`config.mk`:
```
export PLATFORM = sky130hd
export DESIGN_NAME = astx_uart
export DESIGN_NICKNAME = d
export VERILOG_FILES = /design/src/rtl/astx_uart.v
export VERILOG_INCLUDE_DIRS = /design/src /design/src/rtl
export SDC_FILE = /design/constraint.sdc
export NUM_CORES = 1
export LEC_CHECK = 0
export ABC_AREA = 1
export BUFFER_PORTS_ARGS = -buffer_cell sky130_fd_sc_hd__buf_2
export CAP_MARGIN = 10
export CORE_ASPECT_RATIO = 0.8
export CORE_UTILIZATION = 50
export CTS_BUF_LIST = sky130_fd_sc_hd__clkbuf_2
export DETAILED_ROUTE_END_ITERATION = 16
export MAX_ROUTING_LAYER = met4
export PLACE_DENSITY_LB_ADDON = 0.1
export SLEW_MARGIN = 20
export SYNTH_ARGS = -nofsm -noshare
export SYNTH_HDL_FRONTEND = slang
export SYNTH_SLANG_ARGS = --single-unit
```
`constraint.sdc`:
```
create_clock -name mclk -period 4.9 [get_ports mclk]
set_clock_uncertainty 0.05 [all_clocks]
set_input_delay 0.245 -clock mclk [delete_from_list [all_inputs] [get_ports mclk]]
set_output_delay 0.245 -clock mclk [all_outputs]
set_load 0.01 [all_outputs]
```
`src/rtl/astx_regs.vh`:
```
`ifndef ASTX_REGS_VH
`define ASTX_REGS_VH
// Register byte offsets
`define ASTX_TXCS_OFF 12'h000
`define ASTX_RXCS_OFF 12'h004
`define ASTX_BAUDCON_OFF 12'h008
`define ASTX_BAUDDIV_OFF 12'h00C
`define ASTX_TXBUF_OFF 12'h010
`define ASTX_RXDATA_OFF 12'h014
// Transmit control/status fields
`define ASTX_TX_NINTH 0
`define ASTX_TX_SHEMPTY 1
`define ASTX_TX_SYNC 4
`define ASTX_TX_ENABLE 5
`define ASTX_TX_NINE 6
`define ASTX_TX_BUFEMPTY 7
`define ASTX_TX_IRQEN 8
// Receive control/status fields
`define ASTX_RX_NINTH 0
`define ASTX_RX_OVERRUN 1
`define ASTX_RX_FRAMING 2
`define ASTX_RX_ENABLE 4
`define ASTX_RX_NINE 6
`define ASTX_RX_PORTEN 7
`define ASTX_RX_AVAIL 8
// Baud control fields
`define ASTX_BD_WIDE 3
`define ASTX_BD_INVERT 4
`define ASTX_BD_HIGHSPD 5
// Reset values
`define ASTX_BAUDDIV_RST 16'h0000
// Oversampling and frame timing
`define ASTX_OVERSAMPLE 16
`define ASTX_HALF_BIT 8
`define ASTX_VOTE_LO 7
`define ASTX_VOTE_HI 9
`endif

```
`src/rtl/astx_uart.v`:
```
// Operation
// - Idle line rests at mark level
// - Frame is start, 8/9 data, stop
// - Bit lasts one baud period, 8/16-bit divider
// - Data shifted least significant bit first
// - Independent paths and data widths, shared baud, no parity
// - Transmit needs enable, async, port enable
// - Empty shifter loads holding buffer at once
// - Busy shifter: buffer waits for stop bit
// - Frame starts right after shifter load
// - Invert bit flips transmit idle and data
// - Buffer-empty flag set while transmit active, unless character queued behind busy shifter
// - Buffer-empty flag valid second cycle after
// - Buffer-empty flag read-only, ignores irq enable
// - Shifter-empty status read-only, no interrupt
// - Nine-bit mode sends ninth bit as MSB
// - Receiver samples at sixteen times baud
// - Received character enters two-entry FIFO
// - Data register returns oldest FIFO entry
// - Receive needs enable, async, port enable
// - Start rechecked at half bit, else abandon
// - Framing status travels with each character
// - Third character on full FIFO sets overrun
// - Receive-available flag set while receive active and FIFO holds data
`timescale 1ns/1ps
`default_nettype none
`include "astx_regs.vh"
module astx_uart (
  input wire mclk, // System clock, 200 MHz
  input wire reset_n, // Asynchronous reset, active low
  input wire psel, // APB select
  input wire penable, // APB access phase
  input wire pwrite, // APB write
  input wire [11:0] paddr, // APB byte address
  input wire [31:0] pwdata, // APB write data
  output reg [31:0] prdata, // APB read data
  output reg pready, // APB ready
  output reg pslverr, // APB error, unmapped address
  input wire rx_line, // Serial receive line
  output reg tx_line, // Serial transmit line
  output reg tx_oe // Transmit driver enable
);
  // ----------------------------------------------------------------
  // Reset synchroniser
  // ----------------------------------------------------------------
  reg rst_s1_r; // First stage
  reg rst_n_r; // Released reset
  always @(posedge mclk or negedge reset_n) begin
    if (!reset_n) begin
      rst_s1_r <= 1'b0;
      rst_n_r <= 1'b0;
    end else begin
      rst_s1_r <= 1'b1;
      rst_n_r <= rst_s1_r;
    end
  end

  // ----------------------------------------------------------------
  // Control registers
  // ----------------------------------------------------------------
  reg tx_enable_r; // Transmit enable
  reg tx_sync_r; // Synchronous mode select (no sync logic)
  reg tx_nine_bit_mode_r; // Nine-bit transmit
  reg tx_ninth_bit_r; // Ninth transmit bit
  reg tx_irq_enable_r; // Stored only, gates nothing here
  reg rx_enable_r; // Continuous receive enable
  reg rx_nine_r; // Nine-bit receive
  reg port_enable_r; // Port enable
  reg tx_invert_r; // Transmit polarity
  reg baud_wide_r; // 16-bit divider select
  reg baud_high_r; // High speed select
  reg [15:0] baud_divisor_r; // Divider value
  wire tx_active = tx_enable_r & ~tx_sync_r & port_enable_r;
  wire rx_active = rx_enable_r & ~tx_sync_r & port_enable_r;
  wire apb_acc = psel & penable & pready;
  wire apb_wr = apb_acc & pwrite;
  wire apb_rd = apb_acc & ~pwrite;

  function mapped;
    input [11:0] a;
    begin
      mapped = (a == `ASTX_TXCS_OFF) || (a == `ASTX_RXCS_OFF) ||
        (a == `ASTX_BAUDCON_OFF) || (a == `ASTX_BAUDDIV_OFF) ||
        (a == `ASTX_TXBUF_OFF) || (a == `ASTX_RXDATA_OFF);
    end
  endfunction

  wire wr_txbuf = apb_wr & (paddr == `ASTX_TXBUF_OFF);
  wire rd_rxdata = apb_rd & (paddr == `ASTX_RXDATA_OFF);

  // Register writes
  always @(posedge mclk or negedge rst_n_r) begin
    if (!rst_n_r) begin
      tx_enable_r <= 1'b0;
      tx_sync_r <= 1'b0;
      tx_nine_bit_mode_r <= 1'b0;
      tx_ninth_bit_r <= 1'b0;
      tx_irq_enable_r <= 1'b0;
      rx_enable_r <= 1'b0;
      rx_nine_r <= 1'b0;
      port_enable_r <= 1'b0;
      tx_invert_r <= 1'b0;
      baud_wide_r <= 1'b0;
      baud_high_r <= 1'b0;
      baud_divisor_r <= `ASTX_BAUDDIV_RST;
    end else if (apb_wr) begin
      case (paddr)
        `ASTX_TXCS_OFF: begin
          tx_ninth_bit_r <= pwdata[`ASTX_TX_NINTH];
          tx_sync_r <= pwdata[`ASTX_TX_SYNC];
          tx_enable_r <= pwdata[`ASTX_TX_ENABLE];
          tx_nine_bit_mode_r <= pwdata[`ASTX_TX_NINE];
          tx_irq_enable_r <= pwdata[`ASTX_TX_IRQEN];
        end
        `ASTX_RXCS_OFF: begin
          rx_enable_r <= pwdata[`ASTX_RX_ENABLE];
          rx_nine_r <= pwdata[`ASTX_RX_NINE];
          port_enable_r <= pwdata[`ASTX_RX_PORTEN];
        end
        `ASTX_BAUDCON_OFF: begin
          baud_wide_r <= pwdata[`ASTX_BD_WIDE];
          tx_invert_r <= pwdata[`ASTX_BD_INVERT];
          baud_high_r <= pwdata[`ASTX_BD_HIGHSPD];
        end
        `ASTX_BAUDDIV_OFF: begin
          baud_divisor_r <= pwdata[15:0];
        end
        default: begin
        end
      endcase
    end
  end

  // ----------------------------------------------------------------
  // Baud generator: one pulse per oversample tick
  // ----------------------------------------------------------------
  reg [15:0] bcnt_r; // Down counter
  reg tick_r; // Oversample tick, 16 per bit
  wire [15:0] div_eff = baud_wide_r ? baud_divisor_r :
    {8'h00, baud_divisor_r[7:0]};
  always @(posedge mclk or negedge rst_n_r) begin
    if (!rst_n_r) begin
      bcnt_r <= 16'h0000;
      tick_r <= 1'b0;
    end else if (!port_enable_r) begin
      bcnt_r <= 16'h0000;
      tick_r <= 1'b0;
    end else if (bcnt_r == 16'h0000) begin
      bcnt_r <= div_eff;
      tick_r <= 1'b1;
    end else begin
      bcnt_r <= bcnt_r - 16'h0001;
      tick_r <= 1'b0;
    end
  end

  // ----------------------------------------------------------------
  // Transmitter
  // ----------------------------------------------------------------
  reg [8:0] tx_hold_r; // Holding buffer with ninth bit
  reg tx_full_r; // Holding buffer occupied
  reg [10:0] tx_shift_r; // Start, data, stop bits
  reg [3:0] tx_bits_r; // Bits left in frame
  reg [3:0] tx_os_r; // Ticks within bit
  reg tx_busy_r; // Shifter holds a character
  reg tx_empty_r; // Buffer-empty flag, delayed one cycle
  always @(posedge mclk or negedge rst_n_r) begin
    if (!rst_n_r) begin
      tx_hold_r <= 9'h000;
      tx_full_r <= 1'b0;
      tx_shift_r <= 11'h7FF;
      tx_bits_r <= 4'h0;
      tx_os_r <= 4'h0;
      tx_busy_r <= 1'b0;
    end else if (!tx_active) begin
      tx_full_r <= 1'b0;
      tx_busy_r <= 1'b0;
      tx_shift_r <= 11'h7FF;
    end else begin
      if (wr_txbuf) begin
        tx_hold_r <= {tx_ninth_bit_r, pwdata[7:0]};
        tx_full_r <= 1'b1;
      end
      if (!tx_busy_r && tx_full_r && !wr_txbuf) begin
        // Load shifter: stop, data LSB first, start
        tx_shift_r <= tx_nine_bit_mode_r ? {1'b1, tx_hold_r, 1'b0} :
          {2'b11, tx_hold_r[7:0], 1'b0};
        tx_bits_r <= tx_nine_bit_mode_r ? 4'hB : 4'hA;
        tx_os_r <= 4'h0;
        tx_busy_r <= 1'b1;
        tx_full_r <= 1'b0;
      end else if (tx_busy_r && tick_r) begin
        tx_os_r <= tx_os_r + 4'h1;
        if (tx_os_r == 4'hF) begin
          tx_shift_r <= {1'b1, tx_shift_r[10:1]};
          tx_bits_r <= tx_bits_r - 4'h1;
          if (tx_bits_r == 4'h1) begin
            tx_busy_r <= 1'b0;
          end
        end
      end
    end
  end
  // Flag registered one cycle after the buffer updates
  always @(posedge mclk or negedge rst_n_r) begin
    if (!rst_n_r) begin
      tx_empty_r <= 1'b0;
    end else begin
      tx_empty_r <= tx_active & ~(tx_full_r & tx_busy_r);
    end
  end
  // Line drive, mark when idle
  always @(posedge mclk or negedge rst_n_r) begin
    if (!rst_n_r) begin
      tx_line <= 1'b1;
      tx_oe <= 1'b0;
    end else begin
      tx_line <= (tx_busy_r ? tx_shift_r[0] : 1'b1) ^ tx_invert_r;
      tx_oe <= port_enable_r;
    end
  end

  // ----------------------------------------------------------------
  // Receiver
  // ----------------------------------------------------------------
  localparam RX_IDLE = 3'b001;
  localparam RX_START = 3'b010;
  localparam RX_DATA = 3'b100;
  reg [2:0] rx_st_r; // Receive state
  reg [3:0] rx_os_r; // Oversample phase
  reg [3:0] rx_cnt_r; // Bits received
  reg [8:0] rx_shift_r; // Receive shift register
  reg [2:0] rx_vote_r; // Samples around bit centre
  reg rx_prev_r; // Previous line level
  reg [9:0] fifo_r [0:1]; // Ninth bit, data; framing kept apart
  reg fifo_fe_r [0:1]; // Framing status per entry
  reg [1:0] fifo_cnt_r; // Entries held
  reg fifo_rd_r; // Oldest entry index
  reg overrun_r; // Overrun flag
  reg fe_keep_r; // Framing status of oldest entry
  wire rx_bit = (rx_vote_r[2] & rx_vote_r[1]) |
    (rx_vote_r[1] & rx_line) | (rx_vote_r[2] & rx_line);
  wire [3:0] rx_need = rx_nine_r ? 4'hA : 4'h9;
  wire rx_done = (rx_st_r == RX_DATA) && tick_r &&
    (rx_os_r == `ASTX_VOTE_HI) && (rx_cnt_r == rx_need - 4'h1);
  wire pop = rd_rxdata && (fifo_cnt_r != 2'b00);
  wire push = rx_done && !overrun_r && (fifo_cnt_r != 2'b10);
  wire [0:0] wr_idx = fifo_rd_r + fifo_cnt_r[0];
  always @(posedge mclk or negedge rst_n_r) begin
    if (!rst_n_r) begin
      rx_st_r <= RX_IDLE;
      rx_os_r <= 4'h0;
      rx_cnt_r <= 4'h0;
      rx_shift_r <= 9'h000;
      rx_vote_r <= 3'b111;
      rx_prev_r <= 1'b1;
    end else if (!rx_active || overrun_r) begin
      rx_st_r <= RX_IDLE;
      rx_prev_r <= 1'b1;
    end else if (tick_r) begin
      rx_prev_r <= rx_line;
      rx_os_r <= rx_os_r + 4'h1;
      if (rx_os_r >= `ASTX_VOTE_LO && rx_os_r <= `ASTX_VOTE_HI) begin
        rx_vote_r <= {rx_line, rx_vote_r[2:1]};
      end
      case (rx_st_r)
        RX_IDLE: begin
          if (rx_prev_r && !rx_line) begin
            rx_st_r <= RX_START;
            rx_os_r <= 4'h1;
          end
        end
        RX_START: begin
          if (rx_os_r == `ASTX_HALF_BIT) begin
            if (rx_line) begin
              rx_st_r <= RX_IDLE;
            end else begin
              rx_st_r <= RX_DATA;
              rx_cnt_r <= 4'h0;
              rx_os_r <= 4'hA; // Skip the window just after centre
            end
          end
        end
        RX_DATA: begin
          if (rx_os_r == `ASTX_VOTE_HI) begin
            rx_cnt_r <= rx_cnt_r + 4'h1;
            if (rx_cnt_r < rx_need - 4'h1) begin
              // Fill from the top so the first bit ends at bit 0
              rx_shift_r <= rx_nine_r ? {rx_bit, rx_shift_r[8:1]} :
                {1'b0, rx_bit, rx_shift_r[7:1]};
            end else begin
              rx_st_r <= RX_IDLE;
            end
          end
        end
        default: begin
          rx_st_r <= RX_IDLE;
        end
      endcase
    end
  end
  // FIFO and overrun
  always @(posedge mclk or negedge rst_n_r) begin
    if (!rst_n_r) begin
      fifo_r[0] <= 10'h000;
      fifo_r[1] <= 10'h000;
      fifo_fe_r[0] <= 1'b0;
      fifo_fe_r[1] <= 1'b0;
      fifo_cnt_r <= 2'b00;
      fifo_rd_r <= 1'b0;
      overrun_r <= 1'b0;
    end else if (!port_enable_r) begin
      fifo_cnt_r <= 2'b00;
      fifo_fe_r[0] <= 1'b0;
      fifo_fe_r[1] <= 1'b0;
      overrun_r <= 1'b0;
    end else begin
      if (!rx_enable_r) begin
        overrun_r <= 1'b0;
      end else if (rx_done && !overrun_r && fifo_cnt_r == 2'b10) begin
        overrun_r <= 1'b1;
      end
      if (push) begin
        fifo_r[wr_idx] <= {1'b0, rx_shift_r};
        fifo_fe_r[wr_idx] <= ~rx_bit;
      end
      if (pop) begin
        fifo_rd_r <= ~fifo_rd_r;
      end
      fifo_cnt_r <= fifo_cnt_r + {1'b0, push} - {1'b0, pop};
    end
  end
  always @* begin
    fe_keep_r = fifo_fe_r[fifo_rd_r];
  end

  // ----------------------------------------------------------------
  // APB read and ready
  // ----------------------------------------------------------------
  always @(posedge mclk or negedge rst_n_r) begin
    if (!rst_n_r) begin
      prdata <= 32'h00000000;
      pready <= 1'b0;
      pslverr <= 1'b0;
    end else begin
      pready <= psel & ~penable;
      pslverr <= psel & ~penable & ~mapped(paddr);
      prdata <= 32'h00000000;
      if (psel && !penable && !pwrite) begin
        case (paddr)
          `ASTX_TXCS_OFF: prdata <= {23'h000000, tx_irq_enable_r,
            tx_empty_r, tx_nine_bit_mode_r, tx_enable_r, tx_sync_r,
            2'b00, ~tx_busy_r, tx_ninth_bit_r};
          `ASTX_RXCS_OFF: prdata <= {23'h000000,
            rx_active & (fifo_cnt_r != 2'b00), port_enable_r, rx_nine_r,
            1'b0, rx_enable_r, 1'b0, fe_keep_r, overrun_r,
            fifo_r[fifo_rd_r][8]};
          `ASTX_BAUDCON_OFF: prdata <= {26'h0000000, baud_high_r,
            tx_invert_r, baud_wide_r, 3'b000};
          `ASTX_BAUDDIV_OFF: prdata <= {16'h0000, baud_divisor_r};
          `ASTX_RXDATA_OFF: prdata <= {24'h000000,
            fifo_r[fifo_rd_r][7:0]};
          default: prdata <= 32'h00000000;
        endcase
      end
    end
  end
endmodule // astx_uart
`default_nettype wire

```
---- After elaboration in Yosys (flattened, before gate mapping) ----
Index checks and enable logic that the tools add are counted.
cells by class
  equality and inequality tests ........... 28
  bitwise gates (word level) .............. 32
  multiplexer cells ....................... 65
  $lt $le $gt $ge ......................... 6
  reductions and logical operators ........ 51
  add/sub/neg operators ................... 9
operators with widths
  kind                     count
  $pmux W16 S5             1
  $mux W16                 4
  $mux W11                 4
  $mux W4                  11
  $mux W9                  4
  $eq A12 B4 Y1 const B    2
  $eq A12 B5 Y1 const B    2
  $mux W1                  21
  $mux W3                  7
  $bwmux W20               1
  $mux W10                 2
  $reduce_and A2 Y1        10
  $and A1 B1 Y1            18
  $logic_not A16 Y1        1
  $pmux W4 S2              2
  $sub A16 B1 Y16 const B  1
  $logic_and A1 B1 Y1      15
  $ne A3 B1 Y1 const B     5
  $add A4 B1 Y4 const B    3
  $eq A12 B3 Y1 const B    1
  $eq A4 B4 Y1 const B     3
  $logic_not A12 Y1        1
  $demux W10 S1            1
  $reduce_and A5 Y1        2
  32 further kinds         69
storage, ports and cells
  input port bits ......................... 50
  output and inout port bits .............. 36
  flip-flop bits (word level) ............. 163
  logic and storage cells ................. 232

---- Depth between registers and ports, before layout ----
  depth in word-level cells ............... 9
  mapped depth ............................ 11
  mapped depth without buffers ............ 11

---- Least setup slack after synthesis ----
No wires, ideal clock.
  path type ............................... register to register
  from .................................... reg rx_nine_r
  to ...................................... reg fifo_cnt_r[1]
  required time ........................... 4.732 ns
  data arrival time ....................... 1.788 ns
  slack ................................... 2.943 ns
  library setup time ...................... 0.118 ns
  stages on the path, launching flop included .. 10
  cell sequence ........................... dfrtp_1 > ha_1 > nand4_1 > nor2_4 > nand2_1 > ha_1 > inv_1 > ha_1 > xor2_1 > nor2_1
on the way
  word-level cells in the longest chain between the ends .. 9
ends and longest elaborated chain
  element                            RTL line         source
  start, declared                    astx_uart.v:67   reg rx_nine_r;
  start signal, assigned             astx_uart.v:117  rx_nine_r <= pwdata[`ASTX_RX_NINE];
  $mux W2                            astx_uart.v:243  wire [3:0] rx_need = rx_nine_r ? 4'hA : 4'h9;
  $sub A4 B1 Y4                      astx_uart.v:245  (rx_os_r == `ASTX_VOTE_HI) && (rx_cnt_r == rx_need - 4'h1);
  $eq A4 B4 Y1                       astx_uart.v:245
  $logic_and A1 B1 Y1                astx_uart.v:244  wire rx_done = (rx_st_r == RX_DATA) && tick_r &&
  $logic_and A1 B1 Y1 (2 in series)  astx_uart.v:247  wire push = rx_done && !overrun_r && (fifo_cnt_r != 2'b10);
  $add A2 B1 Y2                      astx_uart.v:330  fifo_cnt_r <= fifo_cnt_r + {1'b0, push} - {1'b0, pop};
  $sub A2 B1 Y2                      astx_uart.v:330
  $mux W2                            astx_uart.v:312  end else if (!port_enable_r) begin
  end signal, assigned               astx_uart.v:330
  end, declared                      astx_uart.v:237  reg [1:0] fifo_cnt_r;
Every way passes these cells.
A chain may end at the register's enable or synchronous reset.

---- Worst setup path after layout ----
  from .................................... in paddr[2]
  to ...................................... reg port_enable_r
on the way
  word-level cells in the longest chain between the ends .. 2
ends and longest elaborated chain
  element                             RTL line         source
  start, declared                     astx_uart.v:34   input wire [11:0] paddr,
  $eq A12 B3 Y1                       astx_uart.v:107  case (paddr)
  $reduce_and A2 Y1 (no source line)  -
  end signal, assigned                astx_uart.v:118  port_enable_r <= pwdata[`ASTX_RX_PORTEN];
  end, declared                       astx_uart.v:68   reg port_enable_r;
Every way passes these cells.

==> out/results.ini <==
[placement]
routabilityCongestion=0.911
placed_area_mm2=0.00750
port_buffers=53
dp_hpwl_um=11800

[yosys]
synth.area.mux_share_pct=0
synth-simple-area-share_pct=28.1
ys.flop_type=dfrtp_1
ys_seq_area_share_pct=50.4
avgSynthCellArea_um2=8.16
ys_ff_latch=143
synth_top_area_cell=dfrtp_1
synth_top_area_share_pct=44.9
synth_area_leaders=dfrtp_1 (45%), nand2_1 (13%), nand3_1 (5.8%)
synth_compound_area_share_pct=8.74
synth_top_family_by_area=simple AND/OR/NAND/NOR gates
post_synth_fa_ha_maj_area_fraction_pct=2.25
synth-xor-area-share_pct=2.58
syn_inst=874
syn-cell-area_mm2=0.00713
synth_warnings=0
synth_edf_count=0
ys_async_sr_fraction_pct=100
yosys.cell_types.count=40

[drt]
firstDrtPassIters=5
viasPerCell=5.20
vias=5991
drc_errors=0
final_antenna_net_count=0
drt_iter0_markers=381
wirelength_um=16500
wl_per_cell_um=14.3

[clock_tree]
clkTransAtPathRegs_ns=0.20
cts.sink_count=143
post_cts_resized=0
numCtsBuffers=17
cts_tree=built
cts_htree_levels=4
clk_path_buf_depth=2
cts_root_buf=clkbuf_2
insertion_delay_ns=0.70

[sta]
layout_worst_path_cycle_share_pct=53.9
rsz0062_at_grt=false
hold_viol_final=0
fmax_mhz=379
relSlewSlack_pct=45.3
fin_tns_setup_ns=0
tightest_slew_ns=0.821
slew_viol_final=0
period_minus_slack_ns=2.64
setup_violations=0

[cells_and_area]
area_delta_synth_final_pct=11.9
fin_area_mm2=0.00798
num-nets-final=1021
fill_cells=1253
n_antenna_cell=0
seq_area_mm2=0.00360
final_layout_size_suffix_gt1_share_pct=13.8
multiInputGateArea_mm2=0.00303

[die]
die_area_mm2=0.0147
die_y_um=109
die-width_um=136
row_count=38
io_pins=86
coreArea_mm2=0.0137
initial_core_util_pct=51.9

[global_route]
top_usage_layer=met2
grt_pass1_vias=5665
grt_use_met2_pct=37.5
grt_antenna_before_repair=0
grt_use_total_pct=25.3
gr-total-overflow=0
grt_max_degree=64
grtUsageMet3_pct=5.67
grt_pass1_wl_um=27900
grtUsageMet1_pct=35.2

[power_and_ir_drop]
intPower_uw=1490
leakage_uw=0.00390
power_density_mw_per_mm2=251
netSwitchingPower_uw=512
pwr-share-clk_pct=32.2
power_frac_seq_pct=61.8
p_sw_share_pct=25.6
pwr-share-comb_pct=6.0
ir_drop_mv=0.168

[setup_path]
cp_top_family=buffers and inverters
critPathMaxStageDelay_ns=0.59
crit_chain=dlygate4sd3_1 > buf_2 > inv_1 > nor3_1 > buf_4 > nand2_1 > nor3_2 > nand2_1 > dlygate4sd3_1 > o21ai_0 > dlygate4sd3_1
crit_path_end_kind=flop
startpoint_type=input pin
critPathBufInv=6
crit_path_top_delay_cell=dlygate4sd3_1
worst-setup-path-type=in2reg
cp.arrival_ns=3.23
required_ns=5.49
crit_top_cell=dlygate4sd3_1
cp_max_fo=14

[job]
drv_cap=0

[worst_hold_path]
hold_class=in2reg

[run_status]
status=completed

-- through the flow --
| stage | power, µW | hold slack (ns) | std cells | setup WS, ns | utilization, % |
|---|---|---|---|---|---|
| 2_1_floorplan | 1330 | -0.101 | 889 | 0.597 | - |
| 3_3_place_gp | 1360 | -0.0207 | 1093 | 2.58 | 54.6 |
| 3_5_place_dp | 1360 | -0.0174 | 1093 | 2.50 | 54.6 |
| 4_1_cts | 2010 | 0.0155 | 1152 | 2.46 | 58.1 |
| 5_1_grt | 2090 | 0.0111 | 1152 | 2.20 | 58.1 |
| 6_report | 2000 | 0.0792 | 1152 | 2.26 | 58.1 |
-- Yosys cell counts (2+ instances only) --
| library cell | count |
|---|---|
| nand2_1 | 255 |
| dfrtp_1 | 128 |
| inv_1 | 87 |
| nor2_1 | 85 |
| nand3_1 | 82 |
| o21ai_0 | 58 |
| buf_4 | 16 |
| o21ai_2 | 16 |
| dfstp_2 | 15 |
| xor2_1 | 15 |
| o21ai_1 | 14 |
| a21oi_1 | 13 |
| ha_1 | 12 |
| nor3_1 | 10 |
| clkbuf_1 | 9 |
| nand4_1 | 7 |
| buf_2 | 6 |
| xnor2_1 | 6 |
| buf_6 | 3 |
| nand2_2 | 3 |
| nand3_2 | 3 |
| nand3b_1 | 3 |
| a31oi_1 | 2 |
| and3_1 | 2 |
| clkinv_1 | 2 |
| conb_1 | 2 |
| nand4_4 | 2 |
| nor2_2 | 2 |
| nor3_2 | 2 |
| nor3_4 | 2 |
| nor4_1 | 2 |
| o21a_1 | 2 |
-- registers in the layout, summed over array words and instances, names as in the netlist, 2 cells and up --
register and flops:
fifo_r 18, baud_divisor_r 16, bcnt_r 16, prdata 16, tx_shift_r 10, rx_shift_r 9, tx_hold_r 9, rx_cnt_r 4
rx_os_r 4, tx_bits_r 4, tx_os_r 4, rx_st_r 3, fifo_cnt_r 2, fifo_fe_r 2, rx_vote_r 2
-- power groups by stage --
stage	Combinational [µW]	Sequential, µW	Clock, µW
2_1_floorplan	71.4	1260	0
3_3_place_gp	103	1260	0
3_5_place_dp	106	1260	0
4_1_cts	121	1240	654
5_1_grt	138	1240	708
6_report	120	1230	644
-- worst reg2reg max path, cell delays in order (launching register included) --
cell and delay, ns:
dfrtp_1 0.40, nand3_1 0.18, nor3_2 0.44, nand2_1 0.11, dlygate4sd3_1 0.59, o21ai_0 0.08
dlygate4sd3_1 0.57
-- area by class of cell --
cell class | count | area share (%)
clock inverter | 11 | 1.27
timing repair buffer | 85 | 7.18
sequential | 143 | 45.1
inverter | 90 | 4.23
tap | 180 | 2.82
multi-input combinational | 622 | 38.0
clock buffer | 21 | 1.32
-- cells in the final DEF (no fill, tap or decap), drive strengths merged, types with 3 or more instances in the layout --
cell type      n
inv           88
nor2          88
buf           58
dlygate4sd3   27
ha            12
clkbuf        21
dfstp         15
dfrtp        128
clkinv        10
xor2          15
nor3          14
a21oi         14
nand3b         3
conb          17
xnor2          6
nand4          9
nand3         85
o21ai         88
nand2        258
-- worst paths after layout --
| path | start | end | slack [ns] | cells past startpoint |
|---|---|---|---|---|
| hold reg to reg | rst_s1_r | rst_n_r | 0.33 | 0 |
| min in group asynchronous | reset_n | rst_n_r | 0.33 | 3 |
| hold / removal | psel | rx_enable_r | 0.08 | 4 |
| max in group asynchronous | rst_n_r | rx_nine_r | 3.29 | 1 |
| setup reg to reg | pready | port_enable_r | 2.43 | 6 |
| setup / recovery | paddr[2] | port_enable_r | 2.26 | 11 |
-- cells by family after synthesis --
logic type      after synthesis
other cells                   2
fa+ha+maj                    13
simple gates                462
compound gates              109
flops                       143
xor+xnor                     21
buf+inv                     124
-- metal layers --
layer	vias to the layer above	share of wire (%)
met5	-	0
met4	0	0.84
met3	13	5.3
met2	137	45
met1	2906	49
li1	2935	-
-- what timing repair did --
item                      4_1_cts  5_1_grt
hold buffers                   27        0
buffers inserted                0        0
hold endpoints to repair       49        0
Note: power is estimated with default switching activity, not from simulation.
